`src/hdla_pkg.sv`:
```
// Notes on behaviour
// RQ1 - In half-duplex operation the port never starts sending while carrier-detect shows a reception.
// RQ2 - Request-to-send is high while the port transmits and drops once the transmission is over.
// RQ3 - The far device raises carrier-detect only while request-to-send is low, else it waits.
// RQ4 - The far device sends only after raising carrier-detect and drops it when its message ends.
// RQ5 - The port raises request-to-send only with carrier-detect low and sends only after that; in full duplex the code raises it whatever carrier-detect shows.
// RQ6 - In priority mode a carrier-detect rise during sending does not stop the message.
// RQ7 - In priority mode the far device aborts its own message when request-to-send rises.
// RQ8 - In priority mode the far device resends its aborted message once the port has finished.
// RQ9 - In nonpriority mode a carrier-detect rise during sending aborts the message and drops RTS.
// RQ10 - In nonpriority mode the far device may finish its message although RTS rose meanwhile.
// RQ11 - In nonpriority mode the aborted message resumes from the start or from the last data sent.
// RQ12 - With DTR/DSR control on, sending pauses while DSR is low and resumes at the paused data.
// RQ13 - With DTR/DSR control on, the far device pauses while DTR is low and resumes afterwards.
// RQ14 - DC1/DC3 software flow control is refused while the port is in half-duplex operation.
// RQ15 - In nonpriority mode a programmed wait of 1 to 255 units precedes the resumed sending.
// RQ16 - After reset the port works full duplex until half-duplex operation is selected.
package hdla_pkg;

    localparam int unsigned DATA_W        = 8;
    localparam int unsigned FIFO_DEPTH    = 8;
    localparam int unsigned MSG_DEPTH     = 16;
    localparam int unsigned IDX_W         = 4;
    localparam int unsigned LEN_W         = 5;
    localparam int unsigned WAIT_W        = 8;
    localparam int unsigned UNIT_CNT_W    = 24;

    localparam int unsigned CLK_PERIOD_NS = 100;
    localparam int unsigned WAIT_UNIT_MS  = 10;
    localparam int unsigned UNIT_CYCLES   = WAIT_UNIT_MS * 1000000 / CLK_PERIOD_NS;

    localparam logic [IDX_W-1:0]  IDX_ZERO = 4'h0;
    localparam logic [IDX_W-1:0]  IDX_ONE  = 4'h1;
    localparam logic [LEN_W-1:0]  LEN_ZERO = 5'h00;
    localparam logic [LEN_W-1:0]  LEN_ONE  = 5'h01;
    localparam logic [LEN_W-1:0]  LEN_MAX  = 5'h10;
    localparam logic [WAIT_W-1:0] WAIT_MIN = 8'h01;
    localparam logic [WAIT_W-1:0] WAIT_ZERO = 8'h00;

    typedef struct packed {
        logic              last;
        logic [DATA_W-1:0] data;
    } hdla_word_t;

    typedef struct packed {
        logic              half_duplex;
        logic              priority_on;
        logic              resend_all;
        logic              dtr_dsr_on;
        logic [WAIT_W-1:0] wait_units;
    } hdla_cfg_t;

    localparam hdla_cfg_t CFG_RESET = '{1'b0, 1'b1, 1'b0, 1'b0, 8'h01};

    typedef enum logic [7:0] {
        ST_IDLE  = 8'b0000_0001,
        ST_LOAD  = 8'b0000_0010,
        ST_CHECK = 8'b0000_0100,
        ST_RTS   = 8'b0000_1000,
        ST_SEND  = 8'b0001_0000,
        ST_DRAIN = 8'b0010_0000,
        ST_HOLD  = 8'b0100_0000,
        ST_GAP   = 8'b1000_0000
    } hdla_state_t;

endpackage

```
`src/hdla_arbiter.sv`:
```
`timescale 1ns/100ps

module hdla_fifo
    import hdla_pkg::*;
#(
    parameter int unsigned WIDTH = 9,
    parameter int unsigned DEPTH = 8
) (
    input  wire logic             clk_sys,   // System clock.
    input  wire logic             reset_n,   // Asynchronous reset, active low.
    input  wire logic             clk_en,    // Freezes all state while low.
    input  wire logic             in_valid,  // Write request.
    output logic                  in_ready,  // Space available.
    input  wire logic [WIDTH-1:0] in_data,   // Write word.
    output logic                  out_valid, // Word available.
    input  wire logic             out_ready, // Read request.
    output logic      [WIDTH-1:0] out_data   // Read word.
);
    localparam int unsigned PW = $clog2(DEPTH);

    logic [WIDTH-1:0] mem [DEPTH];
    logic [PW:0]      wr_q;
    logic [PW:0]      rd_q;
    logic             push;
    logic             pop;

    // The extra pointer bit tells a full FIFO from an empty one.
    assign in_ready  = (wr_q[PW] == rd_q[PW]) || (wr_q[PW-1:0] != rd_q[PW-1:0]);
    assign out_valid = (wr_q != rd_q);
    assign out_data  = mem[rd_q[PW-1:0]];
    assign push      = clk_en && in_valid && in_ready;
    assign pop       = clk_en && out_valid && out_ready;

    always_ff @(posedge clk_sys) begin
        if (push) begin
            mem[wr_q[PW-1:0]] <= in_data;
        end
    end

    always_ff @(posedge clk_sys or negedge reset_n) begin
        if (!reset_n) begin
            wr_q <= '0;
        end else if (push) begin
            wr_q <= wr_q + 1'b1;
        end
    end

    always_ff @(posedge clk_sys or negedge reset_n) begin
        if (!reset_n) begin
            rd_q <= '0;
        end else if (pop) begin
            rd_q <= rd_q + 1'b1;
        end
    end
endmodule

module hdla_arbiter
    import hdla_pkg::*;
#(
    parameter int unsigned UNIT_CYC = UNIT_CYCLES
) (
    input  wire logic              clk_sys,         // System clock, 10 MHz.
    input  wire logic              reset_n,         // Asynchronous reset, active low.
    input  wire logic              clk_en,          // Freezes all state while low.
    input  wire logic              cfg_half_duplex, // Select half-duplex operation.
    input  wire logic              cfg_priority,    // Own sending wins a collision.
    input  wire logic              cfg_resend_all,  // Resume from the message start.
    input  wire logic              cfg_dtr_dsr,     // DTR/DSR flow control on.
    input  wire logic [WAIT_W-1:0] cfg_wait_units,  // Resume wait in units.
    input  wire logic              dc_flow_req,     // Software asks for DC1/DC3 control.
    output logic                   dc_flow_allowed, // DC1/DC3 control may run.
    input  wire logic [DATA_W-1:0] in_data,         // Byte to send.
    input  wire logic              in_last,         // Byte ends a message.
    input  wire logic              in_valid,        // Byte offered.
    output logic                   in_ready,        // Byte taken.
    output logic      [DATA_W-1:0] ser_data,        // Byte to the serializer.
    output logic                   ser_valid,       // Byte offered to the serializer.
    input  wire logic              ser_ready,       // Serializer takes the byte.
    input  wire logic              ser_idle,        // Serializer line is quiet.
    input  wire logic              rx_room,         // Receiver can accept data.
    input  wire logic              cd_pin,          // Carrier-detect pin.
    input  wire logic              dsr_pin,         // Data-set-ready pin.
    output logic                   rts_pin,         // Request-to-send pin.
    output logic                   dtr_pin,         // Data-terminal-ready pin.
    output logic                   busy,            // A message is in progress.
    output logic                   collision        // One-cycle pulse on an abort.
);
    hdla_word_t       fifo_in;
    hdla_word_t       fifo_out;
    logic             fifo_valid;
    logic             fifo_ready;
    hdla_state_t      state_q;
    hdla_cfg_t        cfg_q;
    logic [1:0]       cd_sync_q;
    logic [1:0]       dsr_sync_q;
    logic             cd_s;
    logic             dsr_s;
    logic [DATA_W-1:0] msg_mem [MSG_DEPTH];
    logic [LEN_W-1:0] len_q;
    logic [IDX_W-1:0] idx_q;
    logic [IDX_W-1:0] last_sent_q;
    logic             rts_q;
    logic [WAIT_W-1:0] units_q;
    logic [UNIT_CNT_W-1:0] tick_q;
    logic             flow_ok;
    logic             abort;
    logic             take;
    logic             load;
    logic             msg_end;

    function automatic logic [WAIT_W-1:0] clamp_wait(input logic [WAIT_W-1:0] w);
        clamp_wait = (w == WAIT_ZERO) ? WAIT_MIN : w;
    endfunction

    // In full duplex the carrier never holds the port back.
    function automatic logic line_clear(input logic half_duplex, input logic carrier);
        line_clear = !half_duplex || !carrier;
    endfunction

    assign fifo_in = '{last: in_last, data: in_data};

    hdla_fifo #(
        .WIDTH ($bits(hdla_word_t)),
        .DEPTH (FIFO_DEPTH)
    ) u_fifo (
        .clk_sys   (clk_sys),
        .reset_n   (reset_n),
        .clk_en    (clk_en),
        .in_valid  (in_valid),
        .in_ready  (in_ready),
        .in_data   (fifo_in),
        .out_valid (fifo_valid),
        .out_ready (fifo_ready),
        .out_data  (fifo_out)
    );

    // Both pins come from the far device and are never looked at before the second stage.
    always_ff @(posedge clk_sys or negedge reset_n) begin
        if (!reset_n) begin
            cd_sync_q  <= 2'h0;
            dsr_sync_q <= 2'h0;
        end else if (clk_en) begin
            cd_sync_q  <= {cd_sync_q[0], cd_pin};
            dsr_sync_q <= {dsr_sync_q[0], dsr_pin};
        end
    end
    assign cd_s  = cd_sync_q[1];
    assign dsr_s = dsr_sync_q[1];

    // Settings are taken only between messages so a change never splits one.
    always_ff @(posedge clk_sys or negedge reset_n) begin
        if (!reset_n) begin
            cfg_q <= CFG_RESET; // RQ16
        end else if (clk_en && state_q == ST_IDLE) begin
            cfg_q <= '{cfg_half_duplex, cfg_priority, cfg_resend_all, cfg_dtr_dsr,
                       clamp_wait(cfg_wait_units)};
        end
    end

    assign flow_ok   = !cfg_q.dtr_dsr_on || dsr_s; // RQ12
    assign abort     = cfg_q.half_duplex && !cfg_q.priority_on && cd_s
                       && (state_q == ST_SEND || state_q == ST_DRAIN); // RQ6 RQ9
    assign ser_valid = (state_q == ST_SEND) && flow_ok && !abort; // RQ12
    assign ser_data  = msg_mem[idx_q];
    assign take      = clk_en && ser_valid && ser_ready;
    assign fifo_ready = (state_q == ST_LOAD);
    assign load      = clk_en && fifo_ready && fifo_valid;
    assign msg_end   = fifo_out.last || (len_q == LEN_MAX - LEN_ONE);
    assign dc_flow_allowed = dc_flow_req && !cfg_q.half_duplex; // RQ14
    assign dtr_pin   = !cfg_q.dtr_dsr_on || rx_room;
    assign rts_pin   = rts_q;
    assign busy      = (state_q != ST_IDLE);
    assign collision = clk_en && abort;

    always_ff @(posedge clk_sys) begin
        if (load) begin
            msg_mem[len_q[IDX_W-1:0]] <= fifo_out.data;
        end
    end

    always_ff @(posedge clk_sys or negedge reset_n) begin
        if (!reset_n) begin
            len_q <= LEN_ZERO;
        end else if (clk_en) begin
            if (state_q == ST_IDLE) begin
                len_q <= LEN_ZERO;
            end else if (load) begin
                len_q <= len_q + LEN_ONE;
            end
        end
    end

    always_ff @(posedge clk_sys or negedge reset_n) begin
        if (!reset_n) begin
            state_q <= ST_IDLE;
        end else if (clk_en) begin
            unique case (state_q)
                ST_IDLE: begin
                    if (fifo_valid) begin
                        state_q <= ST_LOAD;
                    end
                end
                ST_LOAD: begin
                    if (load && msg_end) begin
                        state_q <= ST_CHECK;
                    end
                end
                ST_CHECK: begin
                    if (line_clear(cfg_q.half_duplex, cd_s)) begin
                        state_q <= ST_RTS; // RQ1 RQ5
                    end
                end
                ST_RTS: begin
                    state_q <= ST_SEND; // RQ5
                end
                ST_SEND: begin
                    if (abort) begin
                        state_q <= ST_HOLD; // RQ9
                    end else if (take && idx_q == len_q[IDX_W-1:0] - IDX_ONE) begin
                        state_q <= ST_DRAIN;
                    end
                end
                ST_DRAIN: begin
                    if (abort) begin
                        state_q <= ST_HOLD; // RQ9
                    end else if (ser_idle) begin
                        state_q <= ST_IDLE; // RQ2
                    end
                end
                ST_HOLD: begin
                    if (!cd_s) begin
                        state_q <= ST_GAP; // RQ11
                    end
                end
                ST_GAP: begin
                    // A carrier that returns during the wait starts the wait over.
                    if (cd_s) begin
                        state_q <= ST_HOLD;
                    end else if (units_q == WAIT_ZERO) begin
                        state_q <= ST_CHECK; // RQ15
                    end
                end
            endcase
        end
    end

    // Request-to-send rises one cycle before the first byte is offered.
    always_ff @(posedge clk_sys or negedge reset_n) begin
        if (!reset_n) begin
            rts_q <= 1'b0;
        end else if (clk_en) begin
            if (state_q == ST_CHECK && line_clear(cfg_q.half_duplex, cd_s)) begin
                rts_q <= 1'b1; // RQ2 RQ5
            end else if (abort || (state_q == ST_DRAIN && ser_idle)) begin
                rts_q <= 1'b0; // RQ2 RQ9
            end
        end
    end

    always_ff @(posedge clk_sys or negedge reset_n) begin
        if (!reset_n) begin
            idx_q <= IDX_ZERO;
        end else if (clk_en) begin
            if (state_q == ST_LOAD) begin
                idx_q <= IDX_ZERO;
            end else if (abort) begin
                // The byte in the serializer may be cut short, so it is sent again.
                idx_q <= cfg_q.resend_all ? IDX_ZERO : last_sent_q; // RQ11
            end else if (take) begin
                idx_q <= idx_q + IDX_ONE; // RQ12
            end
        end
    end

    always_ff @(posedge clk_sys or negedge reset_n) begin
        if (!reset_n) begin
            last_sent_q <= IDX_ZERO;
        end else if (clk_en) begin
            if (state_q == ST_LOAD) begin
                last_sent_q <= IDX_ZERO;
            end else if (take) begin
                last_sent_q <= idx_q;
            end
        end
    end

    // The wait counts whole units; the unit length is a parameter so tests can shorten it.
    always_ff @(posedge clk_sys or negedge reset_n) begin
        if (!reset_n) begin
            units_q <= WAIT_ZERO;
            tick_q  <= '0;
        end else if (clk_en) begin
            if (state_q != ST_GAP) begin
                units_q <= cfg_q.wait_units; // RQ15
                tick_q  <= UNIT_CNT_W'(UNIT_CYC - 1);
            end else if (tick_q == '0) begin
                units_q <= units_q - WAIT_MIN;
                tick_q  <= UNIT_CNT_W'(UNIT_CYC - 1);
            end else begin
                tick_q <= tick_q - 1'b1;
            end
        end
    end
endmodule

```
`config.mk`:
```
export PLATFORM = sky130hd
export DESIGN_NAME = hdla_arbiter
export DESIGN_NICKNAME = d
export VERILOG_FILES = /design/src/hdla_pkg.sv /design/src/hdla_arbiter.sv
export SDC_FILE = /design/constraint.sdc
export NUM_CORES = 1
export LEC_CHECK = 0
export BUFFER_PORTS_ARGS = -buffer_cell sky130_fd_sc_hd__buf_2
export CORE_MARGIN = 2
export CORE_UTILIZATION = 62
export DETAILED_ROUTE_END_ITERATION = 8
export MAX_ROUTING_LAYER = met4
export PLACE_DENSITY = 0.83
export RECOVER_POWER = 50
export SYNTH_ARGS = -nofsm -noshare
export SYNTH_HDL_FRONTEND = slang
export SYNTH_SLANG_ARGS = --single-unit
```
`constraint.sdc`:
```
create_clock -name clk_sys -period 3.8 [get_ports clk_sys]
set_input_delay 1.14 -clock clk_sys [delete_from_list [all_inputs] [get_ports clk_sys]]
set_output_delay 1.14 -clock clk_sys [all_outputs]
set_load 0.01 [all_outputs]
```
; ---- Word level (Yosys, flattened, before mapping)
; Memories as Yosys holds them, arrays and structs flattened.
; Cells that the tools add are included.
[word_totals]
regBits = 78
ramBits = 200
n_memories = 2
[classes]
n_addsub = 7
eq_ne = 22
mux = 30
reduce_logical = 46
[memory_table]
columns = memory, words, word_bits, read_ports, rd_clocked_by_memory_dff, wr, line_no
row1 = msg_mem, 16, 8, 1, 0, 1, hdla_arbiter.sv:98  ; logic [DATA_W-1:0] msg_mem [MSG_DEPTH];
row2 = u_fifo.mem, 8, 9, 1, 0, 1, hdla_arbiter.sv:21  ; logic [WIDTH-1:0] mem [DEPTH];
[ops]
columns = operator, n
row1 = $mux 8, 13
row2 = $pmux 8 s8, 1
row3 = $mux 24, 2
row4 = $logic_not 24->1, 1
row5 = $mux 4, 6
row6 = $sub 24x1->24 const B, 1
row7 = $logic_and 1x1->1, 20
row8 = $logic_not 8->1, 2
row9 = $add 4x1->4 const B, 3
row10 = $mux 5, 2
row11 = $reduce_and 2->1, 5
row12 = $eq 8x1->1 const B, 1
row13 = $eq 8x2->1 const B, 1
row14 = $eq 8x3->1 const B, 1
row15 = $eq 8x4->1 const B, 1
row16 = $eq 8x5->1 const B, 1
row17 = $eq 8x6->1 const B, 1
row18 = $eq 8x7->1 const B, 1
row19 = $eq 8x8->1 const B, 1
row20 = $ne 8x1->1 const B, 1
row21 = $ne 8x8->1 const B, 1
row22 = $reduce_and 8->1, 1
row23 = $reduce_bool 2->1, 4
row24 = $sub 8x1->8 const B, 1
row25 = 15 further kinds, 33

; ---- Longest topological paths before layout
[depth]
ltp_word = 12
ltp_mapped = 9

; ---- By module
; Synthesis repeated with hierarchy kept, for this count alone.
[unflattened]
hier_cells = 741
area_unflattened_um2 = 12007.8
[by_module_without_submodules]
columns = module, n_inst, cells_each, area_per_inst_um2, seq_area_each_um2
row1 = hdla_arbiter, 1, 582, 8748.4, 5599.1
row2 = hdla_fifo, 1, 159, 3259.4, 2362.3

; ---- Least setup slack after synthesis
; Ideal clock, no wire load.
[synth_timing]
path_type = reg-to-output
from = register idx_q[0]
to = output ser_data[1]
arrival_time_ns = 2.050
t_required_ns = 2.660
path_slack_ns = 0.610
path_stages_with_launch = 5
path_cell_list = dfrtp_1 buf_2 buf_1 mux4_2 mux4_2
[synth_via]
elab_chain_cells = 1
[synth_lines]
columns = item, line_no
row1 = "start, declared", hdla_arbiter.sv:100  ; logic [IDX_W-1:0] idx_q;
row2 = "start signal, assigned", hdla_arbiter.sv:268  ; idx_q <= cfg_q.resend_all ? IDX_ZERO : last_sent_q;
row3 = "start signal, assigned", hdla_arbiter.sv:270  ; idx_q <= idx_q + IDX_ONE;
row4 = $mem_v2 16x8, --
row5 = "end, declared", hdla_arbiter.sv:76  ; output logic [DATA_W-1:0] ser_data,
; No other way between the ends.

; ---- Worst setup path after layout
[layout_timing]
from = register idx_q[0]
to = output ser_data[5]
; Same word-level chain as after synthesis.

==> impl_metrics.tcl <==
set metrics [dict create \
    wire_per_inst_um 23.3 \
    critPathArrivalTime_ns 2.54 \
    dp_hpwl_mm 15.2 \
    period_share 0.969 \
    crit_fanout 30 \
    grt-ovfl-total 0 \
    setup_violations 0 \
    rows 50 \
    crit_path_start_kind "flop" \
    cts_buffers 28 \
    die_x_um 142 \
    yosysTopAreaCell "edfxtp_1" \
    grt_pass1_vias 7059 \
    grt_max_degree 79 \
    gp_congestion 0.876 \
    num-fill-cells 1158 \
    swShare 0.286 \
    postCtsResizedCells 0 \
    placed_cells 1002 \
    postSynthAreaPerCell_um2 16.1 \
    ff2ff_path_depth 5 \
    hold_violations 0 \
    vias_per_cell 6.39 \
    rsz0062_at_grt "no" \
    status "complete, but fails checks" \
    end_kind "output port" \
    slew_headroom -0.265 \
    seqCellArea_um2 7960 \
    final_cells 1054 \
    die_area_um2 20300 \
    power.leakage_nw 4.72 \
    cts_setup_buffers 0 \
    hp-class "flop to flop" \
    skew_ns 0.0178 \
    synth_nets 779 \
    ys_seq_area_frac 0.670 \
    slew_viol_final 79 \
    period_minus_slack_ns 3.68 \
    power_density_nw_per_um2 667 \
    ir_worst_vdd_v 0.000531 \
    p_sw_w 0.00253 \
    setup.worst_path.class "flop to output port" \
    synth_cells 736 \
    drtAntennaViolNets 0 \
    ios 46 \
    tns_ns 0 \
    synth_edf_count 200 \
    vias 6739 \
    tightest_slew_ns 1.90 \
    synth_common_cells "edfxtp_1, dfrtp_1, mux4_2, nor2_1, nand2_1" \
    whs_path_depth 1 \
    async_flop_share 0.281 \
    grt_pass1_wl_mm 39.1 \
    ys_types 60 \
    start_util 0.633 \
    area_delta_synth_final_pct 11.9 \
    pwr-share-clk 0.311 \
    r2r_setup_slack_ns 0.39 \
    clk_pin_slew_worst_paths_ns 0.06 \
    placed_area_um2 12400 \
    max_freq_mhz 272 \
    yosysWarnings 0 \
    antenna_found_initial 0 \
    grt_usage 0.261 \
    cts_sinks 278 \
    seqPwrFrac 0.472 \
    cp.required_ns 2.66 \
    violations "max-capacitance violations, max-slew violations" \
    setup_slack_ns 0.119 \
    antenna_cells 0 \
    pre_cts_ws_ns 0.660 \
    drt_iter0_markers 609 \
    hold_buffers 0 \
    wirelength_mm 24.6 \
    cts_buffer_depth 3 \
    firstDrtPassIters 5 \
    synthTopCellsByArea "edfxtp_1, dfrtp_1, mux4_2" \
    synth.cell_area_um2 11900 \
    cts_tree "built" \
    coreArea_um2 18800 \
    p_comb_frac 0.217 \
    synthFlopType "edfxtp_1" \
    ys_seq_elements 278 \
    die_h_um 142 \
    design_area_um2 13300 \
    layout.nets 841 \
    drv_cap 1 \
    yosysMostFrequentCell "edfxtp_1" \
    multi_input_area_um2 3690 \
    drc 0 \
    io_buffers 45 \
    htree_num_levels 1 \
    yosysTopAreaCellShare 0.505 \
    clockRootBuffer "clkbuf_16" \
    p_int_w 0.00633 \
    insertion_delay_ns 0.54 \
    drive_gt1_frac 0.227 \
]
-- final cells by class --
| class | instances | area share |
|---|---|---|
| flip-flops and latches | 278 | 0.599 |
| multi-input cells | 406 | 0.277 |
| well taps | 234 | 0.0220 |
| repair buffers | 66 | 0.0267 |
| clock inverters | 21 | 0.0166 |
| inverters | 18 | 0.00508 |
| clock buffers | 31 | 0.0535 |
-- per-layer routing --
| metal | up-vias | wire length (um) | GRT usage | part of all wire |
|---|---|---|---|---|
| li1 | 2974 | - | - | - |
| met1 | 3453 | 10100 | 0.343 | 0.41 |
| met2 | 257 | 12500 | 0.431 | 0.51 |
| met3 | 55 | 1300 | 0.0400 | 0.053 |
| met4 | 0 | 629 | 0.0803 | 0.026 |
| met5 | - | 0 | - | 0 |
-- cell usage in the layout (no fill, tap or decap), types with 4 or more instances in the layout --
cell type	n
clkbuf_16	28
or4_1	5
and3_1	12
nand3_1	11
nor4_1	11
or3_1	5
inv_1	18
clkinv_1	4
nor3b_1	7
nor3_1	17
nor2_1	54
mux2_4	4
dfrtp_1	74
ha_1	12
nand4_1	8
mux2_1	4
clkinv_2	10
bufinv_16	4
xnor2_1	28
nor2b_1	6
mux4_2	56
clkbuf_1	21
a22o_1	6
buf_2	33
nand2b_1	10
nand2_1	29
buf_4	13
mux2_2	24
xor2_1	12
and3b_1	4
a31oi_1	5
edfxtp_1	200
a21oi_1	16
and4_1	5
o21ai_0	18
-- sequential cells by signal (all words and copies together), names as in the netlist, 5 cells and up --
name and cells:
cfg_q 12, len_q 5, tick_q 24, state_q 8, units_q 8, msg_mem 128, u_fifo.mem 72
-- critical path, cell delays in order, from the launching register on --
cell	delay (ns)
dfrtp_2	0.50
buf_12	0.28
mux4_2	0.55
mux4_2	0.51
buf_2	0.16
-- final timing paths --
kind	start	end
setup / recovery	idx_q[0]$_DFFE_PN0P_	ser_data[5]
hold / removal	u_fifo.wr_q[3]$_DFFE_PN0P_	u_fifo.wr_q[3]$_DFFE_PN0P_
setup reg to reg	state_q[5]$_DFFE_PN0P_	msg_mem[13][2]$_DFFE_PP_
hold reg to reg	u_fifo.wr_q[3]$_DFFE_PN0P_	u_fifo.wr_q[3]$_DFFE_PN0P_
max in group asynchronous	reset_n	idx_q[0]$_DFFE_PN0P_
min in group asynchronous	reset_n	tick_q[11]$_DFFE_PN0P_
-- power by group through the flow --
stage                     combinational, W  sequential, W  clock [W]
final                              0.00192        0.00419    0.00276
after global routing               0.00210        0.00423    0.00292
after CTS                          0.00196        0.00418    0.00280
after detailed placement           0.00192        0.00423          0
after global placement             0.00182        0.00420          0
after floorplan                    0.00159        0.00401          0
-- metrics by stage --
step	power (W)	hold slack (ns)	util
after global placement	0.00602	0.469	0.662
final	0.00887	0.492	0.708
after global routing	0.00925	0.507	0.708
after floorplan	0.00560	0.451	-
after CTS	0.00894	0.492	0.712
after detailed placement	0.00615	0.480	0.662
-- cell families after synthesis --
| logic type | after synthesis | synth area share |
|---|---|---|
| flip-flops | 278 | 0.670 |
| AND/OR/NAND/NOR | 200 | 0.0946 |
| multiplexers | 91 | 0.140 |
| AO/OA/AOI/OAI | 63 | 0.0348 |
| buffers and inverters | 52 | 0.0182 |
| XOR/XNOR | 40 | 0.0295 |
| adder cells (fa/ha/maj) | 12 | 0.0126 |
(Power assumes the default switching activity.)
